[config.mk]
export PLATFORM = sky130hd
export DESIGN_NAME = ics_sender_flat
export DESIGN_NICKNAME = d
export VERILOG_FILES = /design/src/hdl/ics_pkg.sv /design/src/hdl/ics_link_if.sv /design/src/hdl/ics_sender.sv /design/src/flat_wrapper.sv
export SDC_FILE = /design/constraint.sdc
export NUM_CORES = 1
export LEC_CHECK = 0
export BUFFER_PORTS_ARGS = -buffer_cell sky130_fd_sc_hd__buf_4
export CAP_MARGIN = 25
export CORE_UTILIZATION = 56
export CTS_BUF_LIST = sky130_fd_sc_hd__clkbuf_2 sky130_fd_sc_hd__clkbuf_4 sky130_fd_sc_hd__clkbuf_8
export CTS_CLUSTER_DIAMETER = 40
export CTS_CLUSTER_SIZE = 8
export DETAILED_ROUTE_END_ITERATION = 7
export PLACE_DENSITY = 0.87
export SETUP_SLACK_MARGIN = 0.4
export SYNTH_ARGS = -nofsm -noshare
export SYNTH_HDL_FRONTEND = slang
export SYNTH_SLANG_ARGS = --single-unit
[constraint.sdc]
create_clock -name i_clock -period 2.05 [get_ports i_clock]
set_input_delay 0.41 -clock i_clock [delete_from_list [all_inputs] [get_ports i_clock]]
set_output_delay 0.41 -clock i_clock [all_outputs]
set_load 0.02 [all_outputs]
[src/hdl/ics_pkg.sv]
// Constants and types shared by both ends of the interrupt command link.
// Assumes one 125 MHz clock and an active-low asynchronous reset.
package ics_pkg;

	// Command register field positions.
	localparam int VEC_LSB = 0;
	localparam int MODE_LSB = 8;
	localparam int DMODE_BIT = 11;
	localparam int STATUS_BIT = 12;
	localparam int LEVEL_BIT = 14;
	localparam int TRIG_BIT = 15;
	localparam int SHORT_LSB = 18;
	localparam int DEST_LSB = 56;

	// Mask of software-writable bits in the low half.
	localparam logic [31:0] LOW_WMASK = 32'h000CCFFF;
	localparam logic [31:0] HIGH_WMASK = 32'hFF000000;
	localparam logic [63:0] CMD_RESET = 64'h0000000000000000;

	// Register port word addresses.
	localparam logic [1:0] ADDR_LOW = 2'h0;
	localparam logic [1:0] ADDR_HIGH = 2'h1;
	localparam logic [1:0] ADDR_SELF = 2'h2;

	// Acceptance answer window in cycles.
	localparam logic [7:0] ACCEPT_DELAY = 8'h04;

	typedef enum logic [2:0] {
		ICS_FIXED = 3'b000,
		ICS_LOWEST = 3'b001,
		ICS_SYSMGT = 3'b010,
		ICS_RESV = 3'b011,
		ICS_NMI = 3'b100,
		ICS_INIT = 3'b101,
		ICS_START = 3'b110,
		ICS_RESV7 = 3'b111
	} ics_mode_t;

	typedef enum logic [1:0] {
		ICS_SH_DEST = 2'b00,
		ICS_SH_SELF = 2'b01,
		ICS_SH_ALL = 2'b10,
		ICS_SH_OTHERS = 2'b11
	} ics_short_t;

	// One message as it travels across the system bus.
	typedef struct packed {
		ics_mode_t mode;
		logic [7:0] vector;
		logic dest_logical;
		logic level;
		logic trigger;
		ics_short_t shorthand;
		logic [7:0] dest;
		logic [7:0] source;
		logic sync;
	} ics_msg_t;

endpackage : ics_pkg

[src/hdl/ics_link_if.sv]
// Interface joining the sender and a remote receiving unit.
// Assumes both ends share one clock.
`timescale 1ns/1ps
`default_nettype none
interface ics_link_if;
	ics_pkg::ics_msg_t msg;
	logic msg_valid;
	logic accept;

	modport sender (output msg, output msg_valid, input accept);
	modport receiver (input msg, input msg_valid, output accept);
endinterface : ics_link_if
`default_nettype wire

[src/hdl/ics_sender.sv]
// Command register and send logic of a local interrupt unit.
// Assumes the receiver answers each message with one accept pulse.
//
// How it works
// Sixty-four bit command register held here.
// Writing low half launches the message; a write while msg_valid is still high only stores.
// All fields writable except delivery status.
// Vector field sent with the message.
// Mode 000 delivers vector to all targets.
// Mode 001 lowest priority, else like fixed.
// Mode 010 sends system management; vector 00H.
// Mode 100 sends non-maskable, vector dropped.
// Mode 101 assert sends init; vector 00H.
// Init de-assert broadcasts arbitration sync.
// Software clears level, sets trigger first.
// Sync goes to all, ignoring destinations.
// Software should still pick all-including-self.
// Status reads 1 until targets accept.
// Destination mode: physical 0, logical 1.
// Shorthand codes: field, self, all, others.
// Trigger bit matters only for de-assert.
// High-half write never launches anything.
// Reserved mode 011 sends no message.
//
// The register addresses and the plain strobed port were left to the implementer.
`timescale 1ns/1ps
`default_nettype none
module ics_sender (
	input wire logic i_clock,
	input wire logic i_nrst,
	input wire logic [1:0] i_addr,
	input wire logic [31:0] i_wdata,
	input wire logic i_wr,
	input wire logic i_rd,
	input wire logic [7:0] i_self_id,
	output logic [31:0] o_rdata,
	output logic o_busy,
	ics_link_if.sender link
);

	typedef struct packed {
		logic [63:0] cmd;
		logic pending;
		logic [31:0] rdata;
		ics_pkg::ics_msg_t msg;
		logic msg_valid;
	} ics_snd_state_t;

	ics_snd_state_t st;
	ics_snd_state_t next_st;
	ics_pkg::ics_mode_t mode;
	logic deassert;

	always_comb begin
		next_st = st;
		next_st.msg_valid = 1'b0;
		mode = ics_pkg::ics_mode_t'(st.cmd[ics_pkg::MODE_LSB +: 3]);
		deassert = (mode == ics_pkg::ICS_INIT) &&
			!st.cmd[ics_pkg::LEVEL_BIT];
		// Acceptance clears pending.
		if (link.accept) begin
			next_st.pending = 1'b0;
		end
		// High half stores only.
		if (i_wr && i_addr == ics_pkg::ADDR_HIGH) begin
			next_st.cmd[63:32] = i_wdata & ics_pkg::HIGH_WMASK;
		end
		// Low-half write launches unless msg_valid is still set.
		if (i_wr && i_addr == ics_pkg::ADDR_LOW) begin
			// Status bit kept read only.
			next_st.cmd[31:0] = i_wdata & ics_pkg::LOW_WMASK;
		end
		// Launch uses the freshly written low half.
		if (st.msg_valid == 1'b0 && i_wr && i_addr == ics_pkg::ADDR_LOW) begin
			mode = ics_pkg::ics_mode_t'(i_wdata[ics_pkg::MODE_LSB +: 3]);
			deassert = (mode == ics_pkg::ICS_INIT) &&
				!i_wdata[ics_pkg::LEVEL_BIT];
			// Vector carried along.
			next_st.msg.vector = i_wdata[7:0];
			next_st.msg.mode = mode;
			// Destination mode passed.
			next_st.msg.dest_logical = i_wdata[ics_pkg::DMODE_BIT];
			next_st.msg.level = i_wdata[ics_pkg::LEVEL_BIT];
			// Trigger only for de-assert.
			next_st.msg.trigger = deassert & i_wdata[ics_pkg::TRIG_BIT];
			// Shorthand passed through.
			next_st.msg.shorthand =
				ics_pkg::ics_short_t'(i_wdata[ics_pkg::SHORT_LSB +: 2]);
			next_st.msg.dest = st.cmd[ics_pkg::DEST_LSB +: 8];
			next_st.msg.source = i_self_id;
			next_st.msg.sync = deassert;
			next_st.msg_valid = 1'b1;
			case (mode)
				// Fixed delivery.
				ics_pkg::ICS_FIXED: begin
				end
				// Lowest priority delivery.
				ics_pkg::ICS_LOWEST: begin
				end
				// System management interrupt.
				ics_pkg::ICS_SYSMGT: begin
					next_st.msg.vector = 8'h00;
				end
				// Vector disregarded.
				ics_pkg::ICS_NMI: begin
					next_st.msg.vector = 8'h00;
				end
				// Init assert; de-assert sync.
				ics_pkg::ICS_INIT: begin
					next_st.msg.vector = 8'h00;
					if (deassert) begin
						// Broadcast to all.
						next_st.msg.shorthand = ics_pkg::ICS_SH_ALL;
						next_st.msg.dest = 8'hFF;
						next_st.msg.dest_logical = 1'b0;
					end
				end
				ics_pkg::ICS_START: begin
				end
				// Reserved sends nothing.
				default: begin
					next_st.msg_valid = 1'b0;
				end
			endcase
			// Pending set wins over accept.
			if (next_st.msg_valid) begin
				next_st.pending = 1'b1;
			end
		end
		next_st.rdata = 32'h00000000;
		if (i_rd) begin
			case (i_addr)
				ics_pkg::ADDR_LOW: begin
					next_st.rdata = st.cmd[31:0];
					next_st.rdata[ics_pkg::STATUS_BIT] = st.pending;
				end
				ics_pkg::ADDR_HIGH: begin
					next_st.rdata = st.cmd[63:32];
				end
				default: begin
					next_st.rdata = 32'h00000000;
				end
			endcase
		end
	end

	// Command register storage.
	always_ff @(posedge i_clock or negedge i_nrst) begin
		if (!i_nrst) begin
			st <= '0;
		end else begin
			st <= next_st;
		end
	end

	assign o_rdata = st.rdata;
	assign o_busy = st.pending;
	assign link.msg = st.msg;
	assign link.msg_valid = st.msg_valid;

endmodule : ics_sender
`default_nettype wire

[src/flat_wrapper.sv]
// flat-port wrapper written by rule: the top's interface ports become plain ports
module ics_sender_flat 
  (i_clock, i_nrst, i_addr, i_wdata, i_wr, i_rd, i_self_id, o_rdata, o_busy, link_msg, link_msg_valid, link_accept);
  ics_link_if link_i ();
  input wire logic i_clock;
  input wire logic i_nrst;
  input wire logic [1:0] i_addr;
  input wire logic [31:0] i_wdata;
  input wire logic i_wr;
  input wire logic i_rd;
  input wire logic [7:0] i_self_id;
  output logic [31:0] o_rdata;
  output logic o_busy;
  output wire logic [$bits(link_i.msg)-1:0] link_msg;
  output wire logic [$bits(link_i.msg_valid)-1:0] link_msg_valid;
  input wire logic [$bits(link_i.accept)-1:0] link_accept;
  assign link_msg = link_i.msg;
  assign link_msg_valid = link_i.msg_valid;
  assign link_i.accept = link_accept;
  ics_sender u_core (.i_clock(i_clock), .i_nrst(i_nrst), .i_addr(i_addr), .i_wdata(i_wdata), .i_wr(i_wr), .i_rd(i_rd), .i_self_id(i_self_id), .o_rdata(o_rdata), .o_busy(o_busy), .link(link_i));
endmodule
==> impl_metrics.env, run 1 <==
export IMPL_status="finished, final reports clean"
export IMPL_cp_end_kind="flip-flop"
export IMPL_finalSetupTns_ps=0
export IMPL_yosys_top_cells_count="dfrtp_1, buf_4, nand2_1"
export IMPL_crit_required_ps=2280
export IMPL_worst_pin_slew_ps=548
export IMPL_maxSlewViolCount=0
export IMPL_postCtsSetupRepairBufs=0
export IMPL_syn_area_um2=3550
export IMPL_area_delta_synth_final_pct=16.8
export IMPL_grt_start_max_net_pins=44
export IMPL_die_area_um2=6660
export IMPL_cp_max_fo=22
export IMPL_fmax_ghz=0.622
export IMPL_p_leak_nw=2.13
export IMPL_async_flop_share_pct=100
export IMPL_critical_path_class="reg2reg"
export IMPL_htreeDepth=3
export IMPL_drive_gt1_share_pct=43.3
export IMPL_path_cells="or4b_1 > buf_6 > a22o_1"
export IMPL_cts_root_buffer="clkbuf_8"
export IMPL_skew_ps=5.35
export IMPL_power_density_nw_per_um2=934
export IMPL_grt_pass1_wl_mm=9.87
export IMPL_die_x_um=81.6
export IMPL_max_vdd_ir_drop_mv=0.571
export IMPL_syn_inst=299
export IMPL_clock_sinks=84
export IMPL_gp_congestion=0.752
export IMPL_hold_path_class="in2async"
export IMPL_synth_most_common_cell="dfrtp_1"
export IMPL_min_period_ps=1610
export IMPL_io_buffers=98
export IMPL_n_antenna_cell=0
export IMPL_synth_area_leaders="dfrtp_1, buf_4, mux2_2"
export IMPL_maxCapViolCount=0
export IMPL_clockBufferDepth=2
export IMPL_gr_total_overflow=0
export IMPL_yosysSeqAreaShare_pct=59.2
export IMPL_setup_ws_ps=443
export IMPL_fin_crit_sh_pct=78.4
export IMPL_setup_viol=0
export IMPL_clock_latency_ps=340
export IMPL_final_nets=398
export IMPL_synth_area_leader_cell="dfrtp_1"
export IMPL_start_util_pct=58.9
export IMPL_ant_nets=0
export IMPL_cts_tree="yes"
export IMPL_dpl_cell_area_um2=3960
export IMPL_via_per_inst=4.92
export IMPL_relSlewSlack_pct=63.3
export IMPL_row_count=28
export IMPL_dr_pass1_iters=3
export IMPL_drc=0
export IMPL_pre_cts_ws_ps=324
export IMPL_grt_pass1_vias=2106
export IMPL_crit_path_max_incr_delay_ps=600
export IMPL_synth_top_cell_area_share_pct=59.2
export IMPL_cp_data_arrival_time_ps=1840
export IMPL_grt_use_met1_pct=24.5
export IMPL_drt_iter0_markers=88
export IMPL_total_power_mw=3.87
export IMPL_dr_total_vias=2122
export IMPL_dp_hpwl_mm=4.67
export IMPL_synth_edff_count=0
export IMPL_cts_made_buffers=9
export IMPL_io_pins=114
export IMPL_routed_wl_mm=6.43
export IMPL_rsz0062_at_grt="no"
export IMPL_synth_cell_types=26
export IMPL_finalCoreUtilization_pct=68.8
export IMPL_fp_coreArea_um2=6030
export IMPL_synth_area_per_cell_um2=11.9
export IMPL_ys_seq_elements=84
export IMPL_hold_viol=0
export IMPL_met3_usage_pct=5.33
export IMPL_die_h_um=81.6
export IMPL_antenna_found_initial=0
export IMPL_yosysWarnings=0
export IMPL_avgRoutedWirePerCell_um=14.9
export IMPL_clkSlewWorstSetupHoldPaths_ps=80
export IMPL_crit_slowest_cell="or4b_1"
export IMPL_synth_ff_type="dfrtp_1"
export IMPL_grtUsageTotal_pct=20.6
export IMPL_use_met2_pct=34.4
export IMPL_crit_path_start_kind="flip-flop"
export IMPL_busiest_layer="met2"
export IMPL_finalInstanceArea_um2=4150
==> path summary, 6_finish.rpt <==
path	startpoint	endpoint	slack, ps	depth (start not counted)
setup / recovery	u_core.link.msg_valid	u_core.link.msg[19]	440	3
hold / removal	i_nrst	u_core.o_rdata[18]	40	1
setup reg to reg	u_core.link.msg_valid	u_core.link.msg[19]	440	3
hold reg to reg	u_core.link.msg[8]	u_core.link.msg[8]	480	2
max in group asynchronous	i_nrst	u_core.link.msg_valid	1370	2
min in group i_clock	i_self_id[1]	u_core.link.msg[2]	250	3
==> area by class of cell <==
type | count | area, µm²
sequential | 84 | 2100
timing repair buffer | 109 | 822
clock inverter | 5 | 36.3
tap | 75 | 93.8
inverter | 3 | 11.3
multi-input combinational | 144 | 930
clock buffer | 11 | 151
fill | 447 | 1880
==> cells in the final DEF (no fill, tap or decap), types with 3 or more instances in the layout <==
master      instances
clkbuf_8           11
o21ai_1             8
buf_4             108
and2_1             25
mux2_2             24
nand2_1            55
inv_1               3
o22a_1              9
dfrtp_1            84
conb_1              7
clkinvlp_4          3
==> metal layers <==
layer / routed length, µm / up-vias
met5: 0 / -
met4: 100 / 0
met3: 343 / 8
met2: 3330 / 70
met1: 2660 / 1052
li1: - / 992
==> power by group <==
| group | internal, mW | switching, mW | total (mW) |
|---|---|---|---|
| Clock | 0.506 | 0.578 | 1.08 |
| Sequential | 1.88 | 0.118 | 2.00 |
| Combinational | 0.383 | 0.406 | 0.789 |
==> sequential cells by signal, summed over array words and instances, names as in the netlist <==
name / count
u_core.link.msg: 33
u_core.link.msg_valid: 1
u_core.o_busy: 1
u_core.o_rdata: 25
u_core.st: 24
==> logic make-up after synthesis <==
kind of cell           share of synthesized area (%)
other                                          0.106
AOI/OAI and AO/OA                               4.55
muxes                                           7.89
DFF                                             59.2
buffers and inverters                           15.6
and+or+nand+nor                                 12.6
==> critical path, delay by kind of cell (launching register included) <==
family          cells  cell delay, ps
simple gates        1             600
flops               1             450
compound gates      1             240
buf+inv             1             210
==> what timing repair did <==
| action | in CTS | in global routing |
|---|---|---|
| endpoints found under the setup margin | 0 | 1 |
| gates resized for setup | 0 | 1 |
| hold buffers | 0 | 0 |
==> through the flow <==
stage	instances	hold WS, ps
4_1_cts	431	46.5
5_1_grt	431	64.6
6_report	431	38.5
2_1_floorplan	305	114
3_3_place_gp	415	418
3_5_place_dp	415	419
Note: power is estimated with default switching activity, not from simulation.
==> inputs of run 2 (changes only) <==
- CORE_UTILIZATION: 56 -> 47
- PLACE_DENSITY: 0.87 -> 0.78
- clock period: 2.05 -> 1.4 ns (I/O delays scaled with it)
==> run 2 against run 1 <==
Compared with the run above: the flow now finishes with violations (negative setup slack); global-route usage is 1.2 points lower; core utilization decreased by 1.4 points; final area up 18%; die area rose by 19%; critical endpoint is now u_core.link.msg[1].
==> impl_metrics.env, run 2 (same netlist as run 1, synthesis figures left out) <==
export IMPL_routed_wl_mm=7.02
export IMPL_start_util_pct=48.7
export IMPL_violations="negative setup slack"
export IMPL_die_x_um=88.9
export IMPL_hold_path_end="u_core.link.msg[8]"
export IMPL_cts_tree="yes"
export IMPL_clockBufferDepth=2
export IMPL_drt_iter0_markers=87
export IMPL_min_path_cells=3
export IMPL_dp_cells=449
export IMPL_row_count=31
export IMPL_cts_made_buffers=9
export IMPL_min_period_ps=1450
export IMPL_r2r_setup_slack_ps=-50
export IMPL_largest_reg_flops=33
export IMPL_final_common_cell="dfrtp_1"
export IMPL_clkSlewWorstSetupHoldPaths_ps=80
export IMPL_crit_path_start_kind="flip-flop"
export IMPL_drc=0
export IMPL_dpl_cell_area_um2=4150
export IMPL_cp_end_kind="flip-flop"
export IMPL_clock_sinks=84
export IMPL_reg2reg_from="u_core.link.msg_valid"
export IMPL_die_area_um2=7910
export IMPL_crit_required_ps=1640
export IMPL_pre_cts_ws_ps=-148
export IMPL_maxCapViolCount=0
export IMPL_ant_nets=0
export IMPL_grt_start_max_net_pins=40
export IMPL_dr_total_vias=2251
export IMPL_via_per_inst=4.58
export IMPL_finalCoreUtilization_pct=67.4
export IMPL_maxSlewViolCount=0
export IMPL_fin_cells=491
export IMPL_skew_ps=5.56
export IMPL_fp_coreArea_um2=7290
export IMPL_setup_ws_ps=-47.8
export IMPL_status="finished with violations"
export IMPL_fmax_ghz=0.691
export IMPL_ff2ff_path_depth=5
export IMPL_gr_total_overflow=0
export IMPL_critical_path_class="reg2reg"
export IMPL_cp_max_fo=10
export IMPL_io_pins=114
export IMPL_finalInstanceArea_um2=4910
export IMPL_gp_congestion=0.803
export IMPL_grtUsageTotal_pct=19.5
export IMPL_io_buffers=98
export IMPL_rsz0062_at_grt="yes"
export IMPL_n_antenna_cell=0
export IMPL_hold_path_class="in2reg"
export IMPL_drive_gt1_share_pct=49.0
export IMPL_grt_pass1_wl_mm=11.2
export IMPL_dr_pass1_iters=4
export IMPL_fin_crit_sh_pct=103
export IMPL_dp_hpwl_mm=4.80
export IMPL_grt_pass1_vias=2232
export IMPL_cp_data_arrival_time_ps=1690
export IMPL_hold_viol=0
export IMPL_hold_slack_ps=122
export IMPL_setup_viol=11
export IMPL_clock_latency_ps=340
export IMPL_power_density_nw_per_um2=1320
export IMPL_final_nets=434
export IMPL_max_vdd_ir_drop_mv=0.703
export IMPL_htreeDepth=3
export IMPL_p_leak_nw=2.49
export IMPL_layout_common_cells="dfrtp_1, buf_6, buf_4, nand2_1, and2_1"
export IMPL_avgRoutedWirePerCell_um=14.3
export IMPL_min_from="i_self_id[7]"
export IMPL_area_delta_synth_final_pct=38.4
export IMPL_cts_root_buffer="clkbuf_8"
export IMPL_die_h_um=88.9
export IMPL_antenna_found_initial=0
export IMPL_r2r_end="u_core.link.msg[1]"
-- run 2: cell types whose count changed in the layout (fill, tap and decap cells not counted), sizes merged --
cell,change
bufinv,+2
inv,+1
clkinvlp,-3
buf,+34
dlygate4sd3,+1
clkbuf,+1
-- run 2: power by group --
group	internal, mW	switching [mW]	total [mW]	leakage, nW
combinational	0.895	0.653	1.55	1.31
sequential	2.76	0.214	2.97	1.06
clock	1.11	0.855	1.96	0.120
-- run 2: cell type report --
| class | count | area (µm²) |
|---|---|---|
| Tap cell | 99 | 124 |
| Clock buffer | 11 | 151 |
| Timing Repair Buffer | 145 | 1440 |
| Inverter | 3 | 11.3 |
| Clock inverter | 5 | 82.6 |
| Multi-Input combinational cell | 144 | 1000 |
| Fill cell | 570 | 2380 |
| Sequential cell | 84 | 2100 |
-- run 2: worst max path at each step --
stage | start | endpoint | slack [ps] | cells past startpoint
5_1_grt | u_core.link.msg_valid | u_core.link.msg[20] | -90 | 5
3_5_place_dp | i_addr[0] | u_core.link.msg[22] | -150 | 6
6_report | u_core.link.msg_valid | u_core.link.msg[1] | -50 | 5
3_3_place_gp | i_addr[0] | u_core.link.msg[10] | -110 | 6
4_1_cts | u_core.link.msg_valid | u_core.link.msg[1] | -40 | 5
2_1_floorplan | u_core.link.msg_valid | u_core.link.msg[24] | -30 | 5
-- run 2: repair_timing --
item | 4_1_cts | 5_1_grt
hold buffers | 1 | 0
resized for setup | 75 | 9
endpoints found under the hold margin | 25 | 0
setup buffers | 11 | 13
gates cloned | 0 | 1
setup endpoints to repair | 108 | 154
pin swaps | 11 | 2
-- run 2: per-layer routing --
metal	GRT usage, %	up-vias	routed length, µm
met4	8.50	0	161
met1	23.7	1106	2860
met2	33.2	61	3710
met5	0	-	0
met3	4.71	14	288
li1	-	1070	-
-- run 2: worst max-delay path: stages, from the launching register on --
cell	delay [ps]
dfrtp_2	440
or4b_4	510
buf_6	160
buf_12	130
nand2_1	50
nand2_1	50
-- run 2: stage by stage --
step | power (mW) | setup TNS [ps]
6_report | 6.49 | -404
5_1_grt | 6.79 | -923
4_1_cts | 6.42 | -358
3_5_place_dp | 4.24 | -3640
3_3_place_gp | 4.20 | -3320
2_1_floorplan | 3.92 | -334
